--- src/verilog/aab_pkg.sv ---
// package of constants and types for the async-acknowledge bus master
package aab_pkg;

  // =====================================================
  // transfer size encodings
  localparam logic [1:0] SIZE_LONG = 2'h0;
  localparam logic [1:0] SIZE_BYTE = 2'h1;
  localparam logic [1:0] SIZE_WORD = 2'h2;
  localparam logic [1:0] SIZE_LINE = 2'h3;

  // =====================================================
  // port widths
  localparam logic [1:0] PORT_8  = 2'h1;
  localparam logic [1:0] PORT_16 = 2'h2;
  localparam logic [1:0] PORT_32 = 2'h0;

  // =====================================================
  // bus geometry and limits
  localparam int ADDR_W     = 28;
  localparam int DATA_W     = 32;
  localparam int MAX_BEATS  = 16;
  localparam int FIFO_DEPTH = 32;

  // =====================================================
  // timing: one clock of 20 ns at 50 MHz
  localparam int CLK_PERIOD_NS = 20;
  localparam int CLK_MHZ       = 50;

  // =====================================================
  // reset values of the beat counter and the transfer kind pin driver
  localparam logic [3:0]  BEATS_RESET = 4'h0;
  localparam logic [1:0]  KIND_RESET  = 2'h0;

  // =====================================================
  // bus master states
  typedef enum logic [1:0] {
    ST_IDLE  = 2'b00,
    ST_START = 2'b01,
    ST_WAIT  = 2'b10,
    ST_DONE  = 2'b11
  } aab_state_t;

endpackage : aab_pkg

--- src/verilog/aab_fifo.sv ---
// small synchronous fifo holding read beats for the requester
`timescale 1ns/1ps
`default_nettype none
module aab_fifo #(
  parameter int WIDTH = 32,
  parameter int DEPTH = 32
) (
  // clock and reset
  input  wire logic             clock,
  input  wire logic             srst,
  // fill side
  input  wire logic             inValid,
  output logic                  inReady,
  input  wire logic [WIDTH-1:0] inData,
  // drain side
  output logic                  outValid,
  input  wire logic             outReady,
  output logic      [WIDTH-1:0] outData
);
  localparam int AW = $clog2(DEPTH);

  // =====================================================
  // storage and pointers
  logic [WIDTH-1:0] mem [DEPTH];
  logic [AW-1:0]    wrPtr;
  logic [AW-1:0]    rdPtr;
  logic [AW:0]      count;
  wire              doWrite = inValid && inReady;
  wire              doRead  = outValid && outReady;
  wire [AW-1:0]     headNext = doRead ? rdPtr + 1'b1 : rdPtr;

  assign inReady = (count != (AW+1)'(DEPTH));
  assign outValid = (count != '0);

  // write port, no reset needed on the array
  always_ff @(posedge clock) begin
    if (doWrite) begin
      mem[wrPtr] <= inData;
    end
  end

  // pointer and occupancy bookkeeping
  always_ff @(posedge clock) begin
    if (srst) begin
      wrPtr <= '0;
      rdPtr <= '0;
      count <= '0;
    end else begin
      if (doWrite) wrPtr <= wrPtr + 1'b1;
      if (doRead)  rdPtr <= rdPtr + 1'b1;
      count <= count + (AW+1)'(doWrite) - (AW+1)'(doRead);
    end
  end

  // read data comes from a register; a word written into the head slot bypasses
  // the array so outData is never stale in the cycle outValid rises
  always_ff @(posedge clock) begin
    if (srst) begin
      outData <= '0;
    end else if (doWrite && wrPtr == headNext) begin
      outData <= inData;
    end else begin
      outData <= mem[headNext];
    end
  end

endmodule : aab_fifo
`default_nettype wire

--- src/verilog/aab_master.sv ---
// bus master sequencing single and burst transfers ended by async acknowledge
//
// What this block does
// - first clock drives address, attributes, start strobe
// - size codes: long 0, byte 1, line 3
// - size code for word is 2
// - mode: code/data first, user/super second
// - write data driven clock two until acknowledged
// - acknowledge synchronised, ready by third clock
// - complete beat on internal ack, else wait
// - burst when enabled and operand exceeds port
// - burst ends on sync or async acknowledge
// - burst holds two to sixteen beats
// - sixteen-bit port reads take upper data lines
// - sixteen-bit longword steps address, ends after two
// - thirty-two-bit line write steps address bits three, two
// - later line beats sample ack each clock
// - data bus released after final write beat
// - error acknowledge during synchronising ends with error
// - async acknowledge honoured except for dram
`timescale 1ns/1ps
`default_nettype none
module aab_master
  import aab_pkg::*;
#(
  parameter int AW = ADDR_W,
  parameter int DW = DATA_W
) (
  // clock and reset
  input  wire logic          clock,
  input  wire logic          srst,
  // request from the core
  input  wire logic          reqValid,
  output logic               reqReady,
  input  wire logic [AW-1:0] reqAddr,
  input  wire logic          reqRead,
  input  wire logic [1:0]    reqSize,
  input  wire logic [1:0]    reqPortSize,
  input  wire logic          reqBurstEn,
  input  wire logic          reqDram,
  input  wire logic          reqCode,
  input  wire logic          reqSuper,
  input  wire logic [1:0]    reqKind,
  // write data, one word per beat
  input  wire logic          wrValid,
  output logic               wrReady,
  input  wire logic [DW-1:0] wrData,
  // read data and completion
  output logic               rdValid,
  input  wire logic          rdReady,
  output logic      [DW-1:0] rdData,
  output logic               doneErr,
  output logic               donePulse,
  // bus pins
  output logic      [AW-1:0] addr,
  output logic      [1:0]    transferKind,
  output logic               readNotWrite,
  output logic      [1:0]    xferSize,
  output logic               accessModeAttr,
  output logic               transferStart_n,
  input  wire logic          asyncAck_n,
  input  wire logic          syncAck_n,
  input  wire logic          errorAck_n,
  input  wire logic [DW-1:0] dataIn,
  output logic      [DW-1:0] dataOut,
  output logic               dataOe
);

  // =====================================================
  // state
  aab_state_t  state;
  aab_state_t  next_state;
  logic [3:0]  beatsLeft;
  logic        isRead;
  logic        isBurst;
  logic        noAsync;
  logic        isCode;
  logic        isSuper;
  logic        port32;
  logic        port16;
  logic        ackSync1;
  logic        ackSync2;
  logic        errSeen;
  logic        fifoReady;

  // =====================================================
  // decode of the incoming request
  wire         burstWanted;
  wire  [3:0]  beatsMinus1;
  wire  [1:0]  beatSizeReq;
  wire  [3:0]  nextLow;
  wire         internalAck;
  wire         beatEnd;
  wire         lastBeat;
  wire         startReq;

  // operand larger than port and burst enabled selects burst mode
  assign burstWanted = reqBurstEn && (reqSize != SIZE_BYTE) &&
         !(reqPortSize == PORT_32 && reqSize != SIZE_LINE) &&
         !(reqPortSize == PORT_16 && reqSize == SIZE_WORD);
  // beat count per operand and port; bursts give 2 to 16 beats
  assign beatsMinus1 = !burstWanted ? 4'h0 :
         (reqSize == SIZE_LINE) ?
           ((reqPortSize == PORT_32) ? 4'h3 : (reqPortSize == PORT_16) ? 4'h7 : 4'hf) :
         (reqSize == SIZE_LONG) ? ((reqPortSize == PORT_16) ? 4'h1 : 4'h3) :
         4'h1;
  // burst size shows the operand, otherwise the request itself
  assign beatSizeReq = reqSize;
  // next low address bits per beat: the latched port width picks the bits that step,
  // so a core changing its port input mid-burst cannot disturb the sequence
  assign nextLow = port16 ? {addr[3:1] + 3'h1, addr[0]} :
                   port32 ? {addr[3:2] + 2'h1, addr[1:0]} :
                   addr[3:0] + 4'h1;

  // async ack honoured off dram, sync ack in bursts and singles too
  assign internalAck = (ackSync2 && !noAsync) || !syncAck_n;
  assign beatEnd = (state == ST_WAIT) && (internalAck || errSeen);
  assign lastBeat = (beatsLeft == 4'h0) || errSeen;
  // reads wait for fifo room; a long burst can still overrun a nearly full fifo
  assign startReq = (state == ST_IDLE) && reqValid &&
         (reqRead ? fifoReady : wrValid);

  assign reqReady = (state == ST_IDLE) && (reqRead ? fifoReady : wrValid);
  // first write word pulled at start, each next one only when a beat completes mid-burst
  assign wrReady = startReq || (beatEnd && !isRead && !lastBeat);

  // =====================================================
  // acknowledge synchroniser: second stage feeds the sampler
  always_ff @(posedge clock) begin
    if (srst) begin
      ackSync1 <= 1'b0;
      ackSync2 <= 1'b0;
    end else begin
      ackSync1 <= !asyncAck_n && (state != ST_IDLE);
      ackSync2 <= ackSync1 && (state != ST_IDLE);
    end
  end

  // error acknowledge seen while the ack is still in the synchroniser
  always_ff @(posedge clock) begin
    if (srst || state == ST_IDLE) begin
      errSeen <= 1'b0;
    end else if (!errorAck_n) begin
      errSeen <= 1'b1;
    end
  end

  // =====================================================
  // state sequencing
  always_comb begin
    next_state = state;
    case (state)
      ST_IDLE:  if (startReq) next_state = ST_START;
      ST_START: next_state = ST_WAIT;
      ST_WAIT:  if (beatEnd) begin
        next_state = lastBeat ? ST_DONE : ST_WAIT;
      end
      ST_DONE:  next_state = ST_IDLE;
      default:  next_state = ST_IDLE;
    endcase
  end

  always_ff @(posedge clock) begin
    if (srst) state <= ST_IDLE;
    else      state <= next_state;
  end

  // transfer attributes latched at start
  always_ff @(posedge clock) begin
    if (srst) begin
      addr         <= '0;
      transferKind <= KIND_RESET;
      readNotWrite <= 1'b1;
      xferSize     <= SIZE_LONG;
      beatsLeft    <= BEATS_RESET;
      isRead       <= 1'b1;
      isBurst      <= 1'b0;
      noAsync      <= 1'b0;
      isCode       <= 1'b0;
      isSuper      <= 1'b0;
      port16       <= 1'b0;
      port32       <= 1'b0;
    end else if (startReq) begin
      addr         <= reqAddr;
      transferKind <= reqKind;
      readNotWrite <= reqRead;
      xferSize     <= beatSizeReq;
      beatsLeft    <= beatsMinus1;
      isRead       <= reqRead;
      isBurst      <= burstWanted;
      noAsync      <= reqDram;
      isCode       <= reqCode;
      isSuper      <= reqSuper;
      port16       <= (reqPortSize == PORT_16);
      port32       <= (reqPortSize == PORT_32);
    end else if (beatEnd && !lastBeat) begin
      beatsLeft <= beatsLeft - 4'h1;
      addr[3:0] <= nextLow;
    end
  end

  // strobe and access mode: code/data in first clock, privilege after
  always_ff @(posedge clock) begin
    if (srst) begin
      transferStart_n <= 1'b1;
      accessModeAttr  <= 1'b0;
    end else begin
      transferStart_n <= !startReq;
      accessModeAttr  <= startReq ? reqCode : isSuper;
    end
  end

  // write data driven from second clock until final acknowledge
  always_ff @(posedge clock) begin
    if (srst) begin
      dataOut <= '0;
      dataOe  <= 1'b0;
    end else begin
      if (wrValid && wrReady) dataOut <= wrData;
      dataOe <= (state == ST_START && !isRead) ||
                (state == ST_WAIT && !isRead && !(beatEnd && lastBeat));
    end
  end

  // completion pulse and error flag
  always_ff @(posedge clock) begin
    if (srst) begin
      donePulse <= 1'b0;
      doneErr   <= 1'b0;
    end else begin
      donePulse <= beatEnd && lastBeat;
      doneErr   <= beatEnd && lastBeat && errSeen;
    end
  end

  // =====================================================
  // read beats enter the fifo; sixteen-bit ports deliver on the upper lines
  aab_fifo #(
    .WIDTH (DW),
    .DEPTH (FIFO_DEPTH)
  ) u_fifo (
    .clock    (clock),
    .srst     (srst),
    .inValid  (beatEnd && isRead && !errSeen),
    .inReady  (fifoReady),
    .inData   (port16 ? {dataIn[31:16], 16'h0000} : dataIn),
    .outValid (rdValid),
    .outReady (rdReady),
    .outData  (rdData)
  );
endmodule : aab_master
`default_nettype wire

--- config.mk ---
export PLATFORM = sky130hd
export DESIGN_NAME = aab_master
export DESIGN_NICKNAME = d
export VERILOG_FILES = /design/src/verilog/aab_pkg.sv /design/src/verilog/aab_fifo.sv /design/src/verilog/aab_master.sv
export SDC_FILE = /design/constraint.sdc
export NUM_CORES = 1
export LEC_CHECK = 0
export ABC_AREA = 1
export BUFFER_PORTS_ARGS = -buffer_cell sky130_fd_sc_hd__buf_2
export CAP_MARGIN = 20
export CELL_PAD_IN_SITES_DETAIL_PLACEMENT = 1
export CELL_PAD_IN_SITES_GLOBAL_PLACEMENT = 1
export CORE_MARGIN = 2
export CORE_UTILIZATION = 44
export CTS_CLUSTER_DIAMETER = 30
export DETAILED_ROUTE_END_ITERATION = 7
export PLACE_DENSITY_LB_ADDON = 0.1
export SYNTH_ARGS = -nofsm -noshare
export SYNTH_HDL_FRONTEND = slang
export SYNTH_SLANG_ARGS = --single-unit
--- constraint.sdc ---
create_clock -name clock -period 4.25 [get_ports clock]
set_clock_uncertainty 0.05 [all_clocks]
set_input_delay 0.85 -clock clock [delete_from_list [all_inputs] [get_ports clock]]
set_output_delay 0.85 -clock clock [all_outputs]
set_load 0.01 [all_outputs]
# ---- After elaboration in Yosys (flattened, before gate mapping)
# Memories as Yosys holds them, arrays and structs flattened. A register that Yosys moved wholly into a read port is not among the register bits.
# Index checks and enable logic that the tools add are counted.
dict set report word_totals {
  mem_bits_rw 1024
  elab_cells 121
  ff_bits 99
  mem_count 1
  output_inout_bits 105
  input_bits 111
}
dict set report op_classes {
  muxes 22
  reduce_logical 51
  eq_ne 14
  n_addsub 8
}
# name words width rd rd_clocked_by_memory_dff write_ports line_no
set memory_table {}
lappend memory_table {u_fifo.mem 32 32 1 1 1 aab_fifo.sv:24} ;# logic [WIDTH-1:0] mem [DEPTH];
# operator n
set op_table {}
lappend op_table {{4-bit two-way mux} 10}
lappend op_table {{1-bit logical AND} 25}
lappend op_table {{16-bit two-way mux} 1}
lappend op_table {{5-bit by 1-bit adder with 5-bit output, second input constant} 2}
lappend op_table {{2-bit == test, second input constant} 5}
lappend op_table {{1-bit zero test} 10}
lappend op_table {{2-bit two-way mux} 4}
lappend op_table {{2-bit one-hot mux with 4 select lines} 1}
lappend op_table {{6-bit by 1-bit adder with 6-bit output} 1}
lappend op_table {{2-bit zero test} 3}
lappend op_table {{1-bit logical OR} 6}
lappend op_table {{2-bit by 1-bit != test with 1-bit output, second input constant} 3}
lappend op_table {{2-bit != test, second input constant} 3}
lappend op_table {{6-bit != test, second input constant} 1}
lappend op_table {{6-bit nonzero test} 1}
lappend op_table {{6-bit by 1-bit subtractor with 6-bit output} 1}
lappend op_table {{1-bit two-way mux} 5}
lappend op_table {{5-bit two-way mux} 1}
lappend op_table {{4-bit by 1-bit adder with 4-bit output, second input constant} 1}
lappend op_table {{4-bit zero test} 1}
lappend op_table {{2-bit AND reduction} 2}
lappend op_table {{2-bit nonzero test} 2}
lappend op_table {{4-bit by 1-bit subtractor with 4-bit output, second input constant} 1}
lappend op_table {{3-bit by 1-bit adder with 3-bit output, second input constant} 1}
lappend op_table {{other kinds (4)} 4}

# ---- Depth between registers and ports, before layout
# Gate-level depths: netlist of run 1.
dict set report logic_depth {
  ltp_word 10
  ltp_mapped 17
  mapped_depth_nobuf 17
}

# ---- Hierarchy
# Synthesis of run 1 repeated with hierarchy kept, for this count alone.
dict set report unflattened {
  cells_unflattened 4821
  hier_area_um2 49642.6
}
# mod seq_area_each_um2 instances cells_per_inst area_each_um2
set modules_own_cells {}
lappend modules_own_cells {aab_fifo 31710.4 1 4269 45796.4}
lappend modules_own_cells {aab_master 1661.6 1 552 3846.2}

# ---- Worst setup path before layout of run 1
# No wires, ideal clock.
dict set report synth_timing {
  path_kind {input port to flip-flop}
  from {input syncAck_n}
  to {memory u_fifo.mem[11][0], enable pin}
  setup_slack_ns -0.041
  required_ns 3.739
  stages 7
  arrival_time_ns 3.780
  n_path_buf 0
  setup_time_ns 0.461
  path_cell_list {nand3_1 -> nand2_1 -> nor2_2 -> inv_1 -> nor2_1 -> nand2_1 -> nor3_1}
}
dict set report synth_via {
  elab_chain_len 9
}
# item line_no
set synth_lines {}
lappend synth_lines {{start: declaration} aab_master.sv:62} ;# input wire logic syncAck_n,
lappend synth_lines {{1-bit zero test} aab_master.sv:116} ;# assign internalAck = (ackSync2 && !noAsync) || !syncAck_n;
lappend synth_lines {{1-bit logical OR} aab_master.sv:116}
lappend synth_lines {{1-bit logical OR} aab_master.sv:117} ;# assign beatEnd = (state == ST_WAIT) && (internalAck || errSeen);
lappend synth_lines {{1-bit logical AND} aab_master.sv:117}
lappend synth_lines {{1-bit logical AND (2 in a row)} aab_master.sv:244} ;# .inValid (beatEnd && isRead && !errSeen),
lappend synth_lines {{1-bit logical AND} aab_fifo.sv:28} ;# wire doWrite = inValid && inReady;
lappend synth_lines {{net u_fifo.doWrite} aab_fifo.sv:28}
lappend synth_lines {{1-bit two-way mux} aab_fifo.sv:37} ;# if (doWrite) begin
lappend synth_lines {{1-bit two-way mux (implied by the code)} aab_fifo.sv:38} ;# mem[wrPtr] <= inData;
lappend synth_lines {{end: declaration} aab_fifo.sv:24}
# The timed path passes the listed nets, and every way through them passes these cells.

# ---- Worst setup path in the final report of run 1
dict set report layout_timing {
  from {register beatsLeft[0]}
  to {output wrReady}
}
dict set report layout_via {
  elab_chain_len 5
}
# item line_no
set layout_lines {}
lappend layout_lines {{start: declaration} aab_master.sv:73} ;# logic [3:0] beatsLeft;
lappend layout_lines {{start signal: assignment} aab_master.sv:188} ;# beatsLeft <= beatsMinus1;
lappend layout_lines {{start signal: assignment} aab_master.sv:197} ;# beatsLeft <= beatsLeft - 4'h1;
lappend layout_lines {{4-bit zero test} aab_master.sv:118} ;# assign lastBeat = (beatsLeft == 4'h0) || errSeen;
lappend layout_lines {{1-bit logical OR} aab_master.sv:118}
lappend layout_lines {{1-bit zero test} aab_master.sv:125} ;# assign wrReady = startReq || (beatEnd && !isRead && !lastBeat);
lappend layout_lines {{1-bit logical AND} aab_master.sv:125}
lappend layout_lines {{1-bit logical OR} aab_master.sv:125}
lappend layout_lines {{end: declaration} aab_master.sv:46} ;# output logic wrReady,
# Every way passes these cells.

==> results of run 1 <==
[registers in the layout, summed over array words and instances (netlist names), 2 cells and up]
signal / count
u_fifo.wrPtr: 5
addr: 28
u_fifo.count: 6
transferKind: 2
dataOut: 32
state: 2
xferSize: 2
u_fifo.rdPtr: 5
beatsLeft: 4
u_fifo.outData: 32
u_fifo.mem: 1024
[worst max-delay path: cells and delay by family, from the launching register on]
kind	cells	cell delay (ns)
flops	1	0.30
buf+inv	4	0.49
fa+ha+maj	1	0.23
compound gates	2	0.40
simple gates	1	0.27
[cells by family (layout without fill, tap and decap cells)]
family | after synthesis | count (layout) | synth area share [%]
DFF | 1155 | 1155 | 67.6
xor gates and xnor gates | 8 | 8 | 0.142
other | 0 | 1 | 0
AOI/OAI and AO/OA | 151 | 151 | 1.89
buffers and inverters | 704 | 1218 | 5.97
adders and majority gates | 21 | 21 | 0.547
and+or+nand+nor | 2719 | 2719 | 23.9
[per-layer routing]
metal / share of wire, % / global-route usage (%)
met5: 0.044 / 0
met4: 3.4 / 11.1
met3: 6.5 / 5.41
met2: 49 / 48.5
met1: 41 / 37.9
[power by group through the flow]
stage | Sequential (mW) | Combinational, mW | Clock, mW
after floorplan | 13.3 | 7.20 | 0
after global placement | 13.3 | 10.9 | 0
after detailed placement | 13.3 | 11.0 | 0
after CTS | 13.1 | 11.2 | 21.8
after global routing | 13.2 | 12.3 | 22.4
final | 13.1 | 11.2 | 21.6
[cell type report]
class                      count  area, um^2
fill                       11800       49100
sequential                  1155       33400
multi-input combinational   2899       13400
clock buffer                 355        7810
timing repair buffer         316        2190
tap                         1488        1860
clock inverter               155        1800
inverter                     392        1480
antenna                        1        2.50
[per-stage QoR]
step                      instances  hold slack [ns]  util, %  setup WS [ns]  power [mW]
final                          6761            0.129     55.8          0.822        45.9
after CTS                      6759           0.0896     55.7          0.727        46.1
after floorplan                4758            0.352        -         0.0903        20.5
after global routing           6760            0.117     55.8          0.525        47.9
after global placement         6249            0.358     47.1          0.698        24.2
after detailed placement       6249            0.366     47.1          0.595        24.3
[worst max-delay path by stage]
stage | start | slack [ns] | to | cells past startpoint
global route | beatsLeft[0] | 0.52 | wrReady | 8
finish | beatsLeft[0] | 0.82 | wrReady | 8
CTS | u_fifo.count[2] | 0.73 | u_fifo.outData[31] | 12
floorplan | syncAck_n | 0.09 | u_fifo.mem[31][0] | 5
global placement | rdReady | 0.70 | u_fifo.outData[9] | 10
detailed placement | rdReady | 0.59 | u_fifo.outData[9] | 10
[layout by cell type (no fill, tap or decap), drive strengths merged]
master and instances:
a21oi 76, edfxtp 1024, clkinv 98, nor2 126, buf 316, diode 1
ha 20, a31oi 4, o311ai 1, clkbuf 355, a22oi 1, dfxtp 131
inv 394, o21ai 59, bufinv 36, a221oi 3, nand3 1163, nand4 1
nor3b 1, xnor2 2, fa 1, nor3 9, nand3b 16, o2111ai 1
o21a 1, nand2 1402, clkinvlp 19, xor2 6, o211ai 1, o22ai 4
or2 1
==> impl_metrics.yaml, run 1 <==
drt:
  ant_nets: 0
  wirelength_um: 169000
  drt_iter0_drc: 3314
  drc: 0
  vias: 37900
  vias_per_cell: 5.61
  wire_per_inst_um: 25.1
  drt-pass1-iter-count: 6
power_and_ir_drop:
  comb_power_share_pct: 24.4
  sequentialPowerShare_pct: 28.6
  switching_share_pct: 32.5
  powerDensity_nw_per_um2: 742
  switching_power_mw: 14.9
  power.internal_mw: 31.0
  vdd_drop_max_v: 0.000909
  clkPwrFrac_pct: 47.0
  leakage_nw: 25.2
finish:
  final_area_um2: 61900
  layout-drive-gt1-share_pct: 15.8
  area_growth_pct: 25.3
  nets: 5188
logic_synthesis:
  yosysSeqAreaShare_pct: 67.6
  synth_common_cells: "nand2_1, nand3_1, edfxtp_1"
  synth_top_area_share_pct: 62.2
  avgSynthCellArea_um2: 10.4
  ys.flop_type: "edfxtp_1"
  syn_nets: 4890
  ys_top_cells_by_area: "edfxtp_1, nand3_1, nand2_1"
  ys_ff_latch: 1155
  synth_edf_count: 1024
  synth.most_common_cell: "nand2_1"
  post-synth-top-area-cell: "edfxtp_1"
  yosysWarnings: 0
  netlist_area_um2: 49400
  synth_cell_types: 44
  ys_async_sr_fraction_pct: 0
  syn_inst: 4758
floorplanning:
  die_w_um: 339
  start_util_pct: 44.5
  dieArea_um2: 115000
  die_y_um: 339
  core_area_um2: 111000
  io_pins: 216
  rows: 122
clock_network:
  clk_latency_ns: 0.87
  ctsHoldBuffers: 0
  cts_made_buffers: 292
  cts_tree: "built"
  clockBufferDepth: 4
  root_buffer: "clkbuf_16"
  ctsResizeCount: 0
  path_clk_slew_ns: 0.04
  cts_setup_buffers: 0
  htree_levels: 5
  clkSinkCount: 1155
grt:
  grt_pass1_vias: 39400
  antenna_found_initial: 9
  track_usage_pct: 29.2
  grt_max_degree: 168
  grt_pass1_wl_um: 252000
  grt_overflow: 0
worst_setup_path:
  max_stage_delay_ns: 0.30
  cp_slowest_cell: "dfxtp_1"
  reg2reg_depth: 11
  rr_endpoint: "u_fifo.outData[24]"
  crit_top_cell: "inv_1"
  crit_arrival_ns: 2.53
  criticalPathCategory: "reg -> out"
  cp_cell_sequence: "inv_1, ha_1, a31oi_1, inv_1, nor2_1, inv_1, o21ai_1, buf_2"
  r2r_start: "u_fifo.count[2]"
  crit_path_start_kind: "register"
  crit_required_ns: 3.35
  crit_fanout: 5
  critPathCaptureType: "output pin"
  ff2ff_setup_slack_ns: 0.85
sta:
  final_hold_viol_count: 0
  slew_headroom_pct: 30.5
  setup_violations: 0
  tightest_slew_ns: 1.04
  max_freq_mhz: 292
  fin_crit_ns: 3.43
  fin_setup_tns_ns: 0
  drv_slew: 0
  fin_crit_sh_pct: 80.7
  rsz0062_at_grt: "false"
placed_design:
  io_buffers: 215
  dp_hpwl_um: 85700
  place_area_um2: 52300
  globalplace.congestion: 0.790
outcome:
  status: "completed"
worst_hold_path:
  min_path_cells: 2
  holdCritPathClass: "in -> reg"
  min_to: "ackSync1"
  min-delay-start: "asyncAck_n"
run:
  drv_cap: 0
(Power assumes the default switching activity.)
==> run 2: changes to the inputs <==
--- a/config.mk
+++ b/config.mk
@@ -11,7 +11,7 @@
 export CELL_PAD_IN_SITES_DETAIL_PLACEMENT = 1
 export CELL_PAD_IN_SITES_GLOBAL_PLACEMENT = 1
 export CORE_MARGIN = 2
-export CORE_UTILIZATION = 44
+export CORE_UTILIZATION = 49
 export CTS_CLUSTER_DIAMETER = 30
 export DETAILED_ROUTE_END_ITERATION = 7
 export PLACE_DENSITY_LB_ADDON = 0.1
==> constraint.sdc (replaced) <==
create_clock -name clock -period 3.2 [get_ports clock]
set_clock_uncertainty 0.05 [all_clocks]
set_input_delay 0.64 -clock clock [delete_from_list [all_inputs] [get_ports clock]]
set_output_delay 0.64 -clock clock [all_outputs]
set_load 0.01 [all_outputs]
==> run 2 against run 1 <==
  * Critical path depth stayed put
  * Sequential cell count did not move
  * Cell count fell by 2.4%
  * Non-clock buffer count grew 99
  * Global-route usage grew 4.6 points
  * Routed wire length is 3.2% higher
  * Sequential power increased by 33%
  * Critical path type unchanged
==> impl_metrics.yaml, run 2 (same netlist as run 1, synthesis figures left out) <==
finish:
  final_common_cell: "nand2_1"
  register_area_um2: 33400
  regMostFlops: "u_fifo.mem"
  nets: 5223
  final_area_um2: 61500
  fillers: 10400
  layout_common_cells: "nand2_1, nand3_1, edfxtp_1, inv_1, clkbuf_16"
  fin_cells: 6596
  top_regs: "u_fifo.mem x1024, dataOut x32, u_fifo.outData x32"
  largest_reg_flops: 1024
  multi_input_area_um2: 13400
  finish.utilization_pct: 61.5
  area_growth_pct: 24.5
  layout-drive-gt1-share_pct: 16.4
placed_design:
  globalplace.congestion: 0.797
  place_area_um2: 53600
  dp_hpwl_um: 97200
  pre_cts_ws_ns: 0.278
  io_buffers: 215
  dpl.cell_count: 6150
clock_network:
  path_clk_slew_ns: 0.05
  htree_levels: 4
  cts_tree: "built"
  clk_latency_ns: 0.80
  root_buffer: "clkbuf_16"
  cts_made_buffers: 228
  cts_setup_buffers: 0
  clockBufferDepth: 3
  clkSinkCount: 1155
worst_setup_path:
  crit_fanout: 5
  critPathCaptureType: "output pin"
  critPathTopFamily: "buffers and inverters"
  max_stage_delay_ns: 0.31
  cp_cell_sequence: "inv_1, ha_1, a31oi_2, inv_1, nor2_4, inv_2, o21ai_2, buf_2"
  crit_path_start_kind: "register"
  worstPathBufferInverterCount: 4
  criticalPathCategory: "reg -> out"
  crit_arrival_ns: 2.37
  crit_required_ns: 2.51
  crit_top_cell: "inv_1"
  cp_slowest_cell: "dfxtp_1"
grt:
  grt_max_degree: 134
  track_usage_pct: 33.8
  grt_pass1_vias: 41000
  antenna_found_initial: 7
  grt_pass1_wl_um: 258000
  grt_overflow: 0
run:
  drv_cap: 0
sta:
  fin_setup_tns_ns: 0
  rsz0062_at_grt: "false"
  setup_violations: 0
  whs_ns: 0.0332
  setup_slack_ns: 0.138
  slew_headroom_pct: 30.4
  tightest_slew_ns: 1.04
  max_freq_mhz: 327
  fin_crit_sh_pct: 95.7
  drv_slew: 0
  final_hold_viol_count: 0
  fin_crit_ns: 3.06
power_and_ir_drop:
  power_mw: 57.8
  comb_power_share_pct: 28.4
  vdd_drop_max_v: 0.000684
  power.internal_mw: 38.0
  switching_share_pct: 34.2
  switching_power_mw: 19.8
  powerDensity_nw_per_um2: 940
  leakage_nw: 25.1
  sequentialPowerShare_pct: 30.1
  clkPwrFrac_pct: 41.6
floorplanning:
  rows: 116
  start_util_pct: 49.4
  io_pins: 216
  core_area_um2: 100000
  die_w_um: 322
  dieArea_um2: 103000
  die_y_um: 322
drt:
  vias_per_cell: 5.88
  vias: 38800
  drt-pass1-iter-count: 6
  wirelength_um: 175000
  ant_nets: 0
  wire_per_inst_um: 26.5
  drt_iter0_drc: 3741
  drc: 0
worst_hold_path:
  holdCritPathClass: "in -> reg"
outcome:
  status: "completed"
run 2: power groups by stage:
| stage | registers (mW) | clock network (mW) | logic [mW] |
|---|---|---|---|
| floorplan | 17.7 | 0 | 9.57 |
| global placement | 17.6 | 0 | 15.5 |
| detailed placement | 17.6 | 0 | 15.9 |
| CTS | 17.4 | 24.2 | 16.3 |
| global route | 17.4 | 24.9 | 17.8 |
| finish | 17.4 | 24.0 | 16.4 |
run 2: layout make-up:
class / count / area share, %
sequential: 1155 / 54.3
multi-input combinational: 2899 / 21.8
clock buffer: 262 / 9.62
timing repair buffer: 415 / 6.20
clock inverter: 173 / 3.07
tap: 1298 / 2.64
inverter: 392 / 2.41
antenna: 2 / 0.00814
run 2: routing by layer:
layer | vias to the layer above | part of all wire, % | global-route usage [%]
met1 | 19700 | 39 | 43.4
met5 | - | 0.034 | 0
met4 | 8 | 3.7 | 13.5
met3 | 430 | 7.3 | 5.96
li1 | 16900 | - | -
met2 | 1682 | 50 | 56.9
run 2: what timing repair did:
item                                    CTS  global route
endpoints found under the hold margin     9             0
endpoints found under the setup margin    1             1
hold buffers                              9             0
resized for setup                         4             2
run 2: worst min-delay path: stages:
cell and delay (ns):
buf_2 0.10, nand2_1 0.05, a21oi_1 0.05
run 2: final timing paths:
path,from,slack [ns],cells past startpoint,endpoint
setup / recovery,beatsLeft[0],0.14,8,wrReady
hold / removal,reqAddr[14],0.03,3,addr[14]
setup reg to reg,u_fifo.count[2],0.23,16,u_fifo.outData[18]
hold reg to reg,ackSync1,0.40,2,ackSync2
